==> src/core/twrs_pkg.sv <==
// Notes on behaviour
// (RL1) slave only, up to 100 kbit/s
// (RL2) start: sda falls while scl high
// (RL3) stop: sda rises while scl high
// (RL4) repeated start acts as start, bus busy
// (RL5) sda changes only while scl low
// (RL6) master makes every scl pulse
// (RL7) drive sda only for ack or read data
// (RL8) master shifts on fall, samples on rise; the bench master samples at the end of scl high, just before the fall
// (RL9) eight bits msb first, then ack bit
// (RL10) receiver acks every byte
// (RL11) master nack ends read, slave releases
// (RL12) master clocks every ack bit
// (RL13) first byte: address then direction bit
// (RL14) ack on match, pick direction; else silent
// (RL15) bus address is 0x58
// (RL16) write: addr, index, data, stop
// (RL17) read: addr, index, restart, addr, data
// (RL18) sample rate is clock over 8 times divisor
// (RL19) pwm rate is clock over 4096 times n+1
// (RL20) stop or mismatch returns to idle; a nack goes to ST_WAIT and stays there until the next stop or start
package twrs_pkg;
	localparam logic [6:0] SLAVE_ADDR = 7'h58;
	localparam logic [7:0] PWM_DIV_OFS = 8'h05;
	localparam logic [7:0] SAMP_HI_OFS = 8'h06;
	localparam logic [7:0] SAMP_LO_OFS = 8'h07;
	localparam logic [7:0] PWM_DIV_RST = 8'h00;
	localparam logic [7:0] SAMP_HI_RST = 8'h00;
	localparam logic [7:0] SAMP_LO_RST = 8'h01;
	localparam int SAMP_PRESCALE = 8;
	localparam int PWM_PRESCALE = 4096;
	localparam int PWM_PRE_W = 12;
	localparam int SAMP_PRE_W = 3;
	localparam int NUM_REGS = 8;

	typedef enum logic [6:0] {
		ST_IDLE = 7'b000_0001,
		ST_ADDR = 7'b000_0010,
		ST_ACK = 7'b000_0100,
		ST_RX = 7'b000_1000,
		ST_TX = 7'b001_0000,
		ST_TXACK = 7'b010_0000,
		ST_WAIT = 7'b100_0000
	} twrs_state_t;
endpackage

==> src/core/twrs_regmem.sv <==
`timescale 1ns/1ps
// small register store, registered read data
module twrs_regmem (
	input wire logic ref_clk,
	input wire logic sys_rst,
	input wire logic wr_en,
	input wire logic [7:0] wr_idx,
	input wire logic [7:0] wr_data,
	input wire logic [7:0] rd_idx,
	output logic [7:0] rd_data,
	output logic [7:0] pwm_div,
	output logic [15:0] samp_div
);
	logic [7:0] mem_r [twrs_pkg::NUM_REGS];

	function automatic logic hit(input logic [7:0] idx);
		hit = (idx < 8'(twrs_pkg::NUM_REGS));
	endfunction

	genvar g;
	generate
		for (g = 0; g < twrs_pkg::NUM_REGS; g++)
		begin : g_reg
			always_ff @(posedge ref_clk or posedge sys_rst)
			begin
				if (sys_rst)
				begin
					if (g == int'(twrs_pkg::SAMP_LO_OFS))
						mem_r[g] <= twrs_pkg::SAMP_LO_RST;
					else if (g == int'(twrs_pkg::SAMP_HI_OFS))
						mem_r[g] <= twrs_pkg::SAMP_HI_RST;
					else
						mem_r[g] <= twrs_pkg::PWM_DIV_RST;
				end
				else if (wr_en && hit(wr_idx) && wr_idx[2:0] == 3'(g))
					mem_r[g] <= wr_data; // see (RL16)
			end
		end
	endgenerate

	// unmapped index reads zero
	always_ff @(posedge ref_clk or posedge sys_rst)
	begin
		if (sys_rst)
			rd_data <= 8'h00;
		else
			rd_data <= hit(rd_idx) ? mem_r[rd_idx[2:0]] : 8'h00;
	end

	assign pwm_div = mem_r[twrs_pkg::PWM_DIV_OFS[2:0]];
	assign samp_div = {mem_r[twrs_pkg::SAMP_HI_OFS[2:0]],
		mem_r[twrs_pkg::SAMP_LO_OFS[2:0]]};
endmodule // twrs_regmem

==> src/core/twrs_ratediv.sv <==
`timescale 1ns/1ps
// prescale then divide; one-cycle tick per period
module twrs_ratediv #(
	parameter int PRE_W = 3,
	parameter int DIV_W = 16,
	parameter bit PLUS_ONE = 1'b0
) (
	input wire logic ref_clk,
	input wire logic sys_rst,
	input wire logic [DIV_W-1:0] div,
	output logic tick
);
	logic [PRE_W-1:0] pre_r;
	logic [DIV_W-1:0] cnt_r;
	logic [DIV_W-1:0] last;
	logic pre_wrap;

	assign pre_wrap = &pre_r;
	// divisor of zero treated as one, avoids a stuck tick
	assign last = PLUS_ONE ? div : ((div == '0) ? '0 : div - 1'b1);

	always_ff @(posedge ref_clk or posedge sys_rst)
	begin
		if (sys_rst)
		begin
			pre_r <= '0;
			cnt_r <= '0;
			tick <= 1'b0;
		end
		else
		begin
			pre_r <= pre_r + 1'b1;
			tick <= 1'b0;
			if (pre_wrap)
			begin
				if (cnt_r >= last)
				begin
					cnt_r <= '0;
					tick <= 1'b1;
				end
				else
					cnt_r <= cnt_r + 1'b1;
			end
		end
	end
endmodule // twrs_ratediv

==> src/core/twrs_slave.sv <==
`timescale 1ns/1ps
module twrs_slave (
	input wire logic ref_clk,
	input wire logic sys_rst,
	input wire logic scl_in,
	input wire logic sda_in,
	output logic sda_out,
	output logic sda_oe,
	output logic bus_busy,
	output logic sample_tick,
	output logic pwm_tick,
	output logic [7:0] pwm_rate_divisor,
	output logic [15:0] sample_rate_divisor
);
	twrs_pkg::twrs_state_t state_r, state_nxt;
	logic scl_q_r;
	logic sda_q_r;
	logic scl_rise;
	logic scl_fall;
	logic start_det;
	logic stop_det;
	logic [7:0] shift_r;
	logic [3:0] bit_r;
	logic rw_r;
	logic idx_seen_r;
	logic [7:0] idx_r;
	logic wr_en_r;
	logic [7:0] wr_data_r;
	logic [7:0] rd_data;
	logic [7:0] pwm_div;
	logic [15:0] samp_div;
	logic samp_tick_w;
	logic pwm_tick_w;
	logic addr_match;
	logic byte_done;
	logic tx_first;

	// inputs already synchronous to ref_clk
	always_ff @(posedge ref_clk or posedge sys_rst)
	begin
		if (sys_rst)
		begin
			scl_q_r <= 1'b1;
			sda_q_r <= 1'b1;
		end
		else
		begin
			scl_q_r <= scl_in;
			sda_q_r <= sda_in;
		end
	end

	assign scl_rise = scl_in && !scl_q_r; // see (RL6) (RL8)
	assign scl_fall = !scl_in && scl_q_r;
	assign start_det = scl_in && scl_q_r && sda_q_r && !sda_in; // see (RL2)
	assign stop_det = scl_in && scl_q_r && !sda_q_r && sda_in; // see (RL3)
	assign byte_done = scl_rise && (bit_r == 4'd7);
	// lsb of the first byte is the direction bit, not address
	assign addr_match = (shift_r[7:1] == twrs_pkg::SLAVE_ADDR); // see (RL15)
	// first bit of a byte: after the address ack or a master ack
	assign tx_first = (state_r == twrs_pkg::ST_ACK) || (bit_r == 4'd8);

	// busy from start to stop; restart keeps it set
	always_ff @(posedge ref_clk or posedge sys_rst)
	begin
		if (sys_rst)
			bus_busy <= 1'b0;
		else if (start_det)
			bus_busy <= 1'b1; // see (RL4)
		else if (stop_det)
			bus_busy <= 1'b0; // see (RL3)
	end

	always_comb
	begin
		state_nxt = state_r;
		case (state_r)
			twrs_pkg::ST_IDLE: ;
			twrs_pkg::ST_ADDR:
				if (scl_fall && bit_r == 4'd8)
					// see (RL13) (RL14)
					state_nxt = addr_match ? twrs_pkg::ST_ACK
						: twrs_pkg::ST_IDLE; // see (RL20)
			twrs_pkg::ST_ACK:
				if (scl_fall)
					state_nxt = rw_r ? twrs_pkg::ST_TX : twrs_pkg::ST_RX;
			twrs_pkg::ST_RX:
				if (scl_fall && bit_r == 4'd8)
					state_nxt = twrs_pkg::ST_ACK; // see (RL10)
			twrs_pkg::ST_TX:
				// last data bit ends here; next rise is the master's ack
				if (scl_fall && bit_r == 4'd7)
					state_nxt = twrs_pkg::ST_TXACK;
			twrs_pkg::ST_TXACK:
				if (scl_rise)
					// see (RL11) (RL20)
					state_nxt = sda_in ? twrs_pkg::ST_WAIT
						: twrs_pkg::ST_TX;
			twrs_pkg::ST_WAIT: ;
			default: state_nxt = twrs_pkg::ST_IDLE;
		endcase
		if (state_r == twrs_pkg::ST_TXACK && !scl_rise && scl_fall)
			state_nxt = state_r;
		if (stop_det)
			state_nxt = twrs_pkg::ST_IDLE; // see (RL20)
		if (start_det)
			state_nxt = twrs_pkg::ST_ADDR; // see (RL2) (RL4)
	end

	always_ff @(posedge ref_clk or posedge sys_rst)
	begin
		if (sys_rst)
			state_r <= twrs_pkg::ST_IDLE;
		else
			state_r <= state_nxt;
	end

	// bit counter: 0..7 data bits, 8 marks the ninth bit window
	always_ff @(posedge ref_clk or posedge sys_rst)
	begin
		if (sys_rst)
			bit_r <= 4'd0;
		else if (start_det)
			bit_r <= 4'd0;
		else if (scl_fall && bit_r == 4'd8)
			bit_r <= 4'd0;
		else if (scl_fall && state_r == twrs_pkg::ST_TXACK)
			bit_r <= 4'd0;
		else if (scl_rise && bit_r < 4'd8 &&
			(state_r == twrs_pkg::ST_ADDR || state_r == twrs_pkg::ST_RX))
			bit_r <= bit_r + 4'd1; // see (RL9)
		else if (scl_fall && state_r == twrs_pkg::ST_TX)
			bit_r <= bit_r + 4'd1;
	end

	// receive shifter, msb first, sampled on scl rise
	always_ff @(posedge ref_clk or posedge sys_rst)
	begin
		if (sys_rst)
			shift_r <= 8'h00;
		else if (scl_rise && bit_r < 4'd8 &&
			(state_r == twrs_pkg::ST_ADDR || state_r == twrs_pkg::ST_RX))
			shift_r <= {shift_r[6:0], sda_in}; // see (RL9)
	end

	always_ff @(posedge ref_clk or posedge sys_rst)
	begin
		if (sys_rst)
			rw_r <= 1'b0;
		else if (state_r == twrs_pkg::ST_ADDR && byte_done)
			rw_r <= sda_in; // see (RL13)
	end

	// first write byte is the index, later ones are data
	always_ff @(posedge ref_clk or posedge sys_rst)
	begin
		if (sys_rst)
		begin
			idx_seen_r <= 1'b0;
			idx_r <= 8'h00;
			wr_en_r <= 1'b0;
			wr_data_r <= 8'h00;
		end
		else
		begin
			wr_en_r <= 1'b0;
			if (state_r == twrs_pkg::ST_ADDR)
				idx_seen_r <= 1'b0;
			if (state_r == twrs_pkg::ST_RX && scl_fall && bit_r == 4'd8)
			begin
				if (!idx_seen_r)
				begin
					idx_r <= shift_r; // see (RL16) (RL17)
					idx_seen_r <= 1'b1;
				end
				else
				begin
					wr_en_r <= 1'b1; // see (RL16)
					wr_data_r <= shift_r;
				end
			end
			// further data bytes land in following registers
			if (wr_en_r)
				idx_r <= idx_r + 8'd1;
		end
	end

	function automatic logic tx_bit(input logic [3:0] n);
		tx_bit = rd_data[3'd7 - n[2:0]];
	endfunction

	// sda driver: changed on scl fall or released at start/stop, else held while scl high
	always_ff @(posedge ref_clk or posedge sys_rst)
	begin
		if (sys_rst)
		begin
			sda_out <= 1'b1;
			sda_oe <= 1'b0;
		end
		else if (start_det || stop_det)
		begin
			sda_out <= 1'b1;
			sda_oe <= 1'b0; // see (RL20)
		end
		else if (scl_fall) // see (RL5)
		begin
			sda_out <= 1'b1;
			sda_oe <= 1'b0;
			if ((state_r == twrs_pkg::ST_ADDR && bit_r == 4'd8 &&
				addr_match) ||
				(state_r == twrs_pkg::ST_RX && bit_r == 4'd8))
			begin
				sda_out <= 1'b0; // see (RL7) (RL14)
				sda_oe <= 1'b1;
			end
			else if ((state_r == twrs_pkg::ST_ACK && rw_r) ||
				(state_r == twrs_pkg::ST_TX &&
				(bit_r < 4'd7 || bit_r == 4'd8)))
			begin
				// open drain: only low is driven
				// a master ack replays the same register
				sda_out <= 1'b0;
				sda_oe <= !tx_bit(tx_first ? 4'd0
					: bit_r + 4'd1); // see (RL7) (RL9)
			end
		end
	end

	// sensor and pwm rate ticks
	twrs_ratediv #(
		.PRE_W(twrs_pkg::SAMP_PRE_W),
		.DIV_W(16),
		.PLUS_ONE(1'b0)
	) u_samp (
		.ref_clk(ref_clk),
		.sys_rst(sys_rst),
		.div(samp_div),
		.tick(samp_tick_w)
	); // see (RL18)

	twrs_ratediv #(
		.PRE_W(twrs_pkg::PWM_PRE_W),
		.DIV_W(8),
		.PLUS_ONE(1'b1)
	) u_pwm (
		.ref_clk(ref_clk),
		.sys_rst(sys_rst),
		.div(pwm_div),
		.tick(pwm_tick_w)
	); // see (RL19)

	twrs_regmem u_mem (
		.ref_clk(ref_clk),
		.sys_rst(sys_rst),
		.wr_en(wr_en_r),
		.wr_idx(idx_r),
		.wr_data(wr_data_r),
		.rd_idx(idx_r),
		.rd_data(rd_data),
		.pwm_div(pwm_div),
		.samp_div(samp_div)
	);

	always_ff @(posedge ref_clk or posedge sys_rst)
	begin
		if (sys_rst)
		begin
			sample_tick <= 1'b0;
			pwm_tick <= 1'b0;
			pwm_rate_divisor <= twrs_pkg::PWM_DIV_RST;
			sample_rate_divisor <= {twrs_pkg::SAMP_HI_RST,
				twrs_pkg::SAMP_LO_RST};
		end
		else
		begin
			sample_tick <= samp_tick_w;
			pwm_tick <= pwm_tick_w;
			pwm_rate_divisor <= pwm_div;
			sample_rate_divisor <= samp_div;
		end
	end
endmodule // twrs_slave

==> config.mk <==
export PLATFORM = sky130hd
export DESIGN_NAME = twrs_slave
export DESIGN_NICKNAME = d
export VERILOG_FILES = /design/src/core/twrs_pkg.sv /design/src/core/twrs_regmem.sv /design/src/core/twrs_ratediv.sv /design/src/core/twrs_slave.sv
export SDC_FILE = /design/constraint.sdc
export NUM_CORES = 1
export LEC_CHECK = 0
export BUFFER_PORTS_ARGS = -buffer_cell sky130_fd_sc_hd__buf_4
export CAP_MARGIN = 20
export CORE_MARGIN = 5
export CORE_UTILIZATION = 56
export CTS_CLUSTER_DIAMETER = 100
export DETAILED_ROUTE_END_ITERATION = 7
export PLACE_DENSITY_LB_ADDON = 0.2
export SLEW_MARGIN = 20
export SYNTH_ARGS = -nofsm -noshare
export SYNTH_HDL_FRONTEND = slang
export SYNTH_SLANG_ARGS = --single-unit
==> constraint.sdc <==
create_clock -name ref_clk -period 5.92 [get_ports ref_clk]
set_input_delay 1.184 -clock ref_clk [delete_from_list [all_inputs] [get_ports ref_clk]]
set_output_delay 1.184 -clock ref_clk [all_outputs]
set_load 0.005 [all_outputs]
==> results.toml <==
[worst_hold_path]
hold_class = "reg -> reg"

[synthesis]
synth-edff-count = 0
yosys_warnings = 0
synth.most_common_cell = "dfrtp_1"
synth_area_leaders = "dfrtp_1 50%, mux2_2 10%, ha_1 5.5%, mux4_2 4.3%, nand2_1 3.2%"
async_flop_share_pct = 100
synth_seq_area_share_pct = 51.5
synth_common_cells = "176 x dfrtp_1, 79 x mux2_2, 76 x nand2_1"
ys.flop_type = "dfrtp_1"
synth_nets = 813
syn_area_um2 = 8850
yosys.area.top_type_share_pct = 49.7
ys_types = 62
synth.avg_cell_area_um2 = 11.5
synth-seq-cells = 182
synth_top_area_cell = "dfrtp_1"
synthCells = 770

[routing]
via_per_inst = 5.79
drtPass1Iterations = 4
drtAntennaViolNets = 0
route.detailed.drc = 0
wl_per_cell_um = 17.6
vias = 5975
drt_iter0_drc = 387
routed_wirelength_um = 18200

[clock_network]
ctsRootBufferMaster = "clkbuf_16"
clk_latency_ns = 0.43
cts_made_buffers = 17
cts.clk_slew.worst_paths_ns = 0.07
cts_tree = "yes"
cts_resized = 0
cts_buffer_depth = 2
cts_sinks = 182
hold_buffers = 0
postCtsSetupRepairBufs = 0
cts-htree-levels = 4

[timing]
skew_ns = 0.0162
final_hold_viol_count = 0
slew_headroom_pct = 32.2
worst_pin_slew_ns = 1.02
post-route-min-period_ns = 3.63
tns_ns = 0
max_freq_mhz = 275
finalCritPeriodShare_pct = 61.4
rsz0062_at_grt = "no"
final-setup-viol-count = 0
finalMaxSlewViolations = 0

[global_routing]
grt_pass1_wl_um = 31400
first_global_vias = 6132
grt_overflow = 0
grt_max_degree = 183
grt_usage_pct = 21.5
antenna_found_initial = 0

[final_layout]
fin_area_um2 = 9890
drive_gt1_share_pct = 22.5
final_util_pct = 62.9
fillers = 1229
nets = 846
area_delta_synth_final_pct = 11.7
layoutNonFillerInstCount = 1032
n_antenna_cell = 0

[power_and_ir_drop]
p_int_mw = 1.87
p_leak_nw = 4.71
power_mw = 2.42
seqPwrFrac_pct = 52.1
pwr-share-comb_pct = 2.8
p_sw_uw = 552
p_clk_share_pct = 45.0
ir_drop_v = 0.000258
swShare_pct = 22.8
power.density_nw_per_um2 = 245

[placed_design]
post_dp_cell_area_um2 = 9320
place_congestion = 0.853
dp_hpwl_um = 12500
placed_cells = 1000
portBuffers = 32

[die]
die_w_um = 136
die-area_um2 = 18400
row_count = 46
core_um2 = 15700
num_io_pins = 33
start_util_pct = 56.3
die_h_um = 136

[worst_setup_path]
critPathArrivalTime_ns = 3.92
path_max_fanout = 14
crit_type = "reg -> reg"
required_ns = 6.21
endpoint_kind = "flop"
critPathLaunchType = "flop"

[run_status]
status = "complete, no violations"

[job]
maxCapViolations = 0
-- cell usage in the layout (no fill, tap or decap), types with 7 or more instances in the layout --
cell         n
and3_1       9
buf_4       33
nor2b_1      7
nand4_1      9
xnor2_1     20
clkbuf_16   17
ha_1        39
nand3_1     33
dfrtp_1    176
mux2_2      79
a21o_1       7
nor2_1      53
xor2_1      21
nor3_1      19
a21oi_1     28
o21ai_0     29
mux4_2      17
nand2_1     76
inv_1       29
nand2b_1     7
-- worst max-delay path, cell delays in order, from the launching register on --
cell	delay, ns
dfrtp_1	0.46
nor4_1	0.58
nand2_1	0.19
nor2_1	0.23
nand2_1	0.11
xnor2_1	0.14
nand2_1	0.07
ha_1	0.30
a21oi_1	0.06
o21ai_0	0.22
and4b_1	0.23
a2bb2oi_1	0.32
and2_1	0.48
nor2_1	0.10
-- final timing paths --
path,cells after the start,startpoint,endpoint,slack (ns)
hold reg to reg,0,u_pwm.tick,pwm_tick,0.35
hold / removal,0,u_pwm.tick,pwm_tick,0.35
setup / recovery,13,u_mem.samp_div[4],u_samp.cnt_r[12],2.29
setup reg to reg,13,u_mem.samp_div[4],u_samp.cnt_r[12],2.29
min in group asynchronous,3,sys_rst,u_samp.cnt_r[3],1.05
max in group asynchronous,3,sys_rst,u_mem.mem_r[32],4.19
-- power groups by stage --
stage	Combinational, mW	Sequential [mW]	Clock, mW
2_1_floorplan	0.0558	1.28	0
3_3_place_gp	0.0682	1.29	0
3_5_place_dp	0.0698	1.29	0
4_1_cts	0.0702	1.26	1.12
5_1_grt	0.0785	1.26	1.17
6_report	0.0687	1.26	1.09
-- final cells by class --
cell class	instances	area (µm²)	area share (%)
tap	216	270	2.73
timing repair buffer	34	268	2.71
inverter	32	124	1.25
clock inverter	12	120	1.22
sequential	182	4560	46.1
clock buffer	20	447	4.52
multi-input combinational	536	4100	41.4
-- metrics by stage --
| step | worst slack, ns | hold slack, ns |
|---|---|---|
| after floorplan | 2.40 | 0.331 |
| after global placement | 2.53 | 0.338 |
| after detailed placement | 2.33 | 0.340 |
| after CTS | 2.31 | 0.351 |
| after global routing | 1.84 | 0.357 |
| final | 2.29 | 0.348 |
-- layer usage --
metal	share of wire, %	vias up	GRT usage (%)
met5	0	-	0
met4	0.85	0	5.43
met3	4.0	14	4.35
met2	49	134	35.7
met1	46	3018	29.1
li1	-	2809	-
-- state kept, by name (all words and copies together) (netlist names), 4 cells and up --
register,cells
bit_r,4
idx_r,8
pwm_rate_divisor,8
sample_rate_divisor,16
shift_r,8
state_r,7
u_mem.mem_r,40
u_mem.pwm_div,8
u_mem.rd_data,8
u_mem.samp_div,16
u_pwm.cnt_r,8
u_pwm.pre_r,12
u_samp.cnt_r,16
wr_data_r,8
-- kinds of logic after synthesis --
family,after synthesis,synth area share [%]
DFF,182,51.5
and+or+nand+nor,250,14.0
xor gates and xnor gates,41,4.06
adders and majority gates,39,5.51
AOI/OAI and AO/OA,105,7.66
buffers and inverters,52,2.22
muxes,101,15.0
Power figures use the tool's default switching activity.
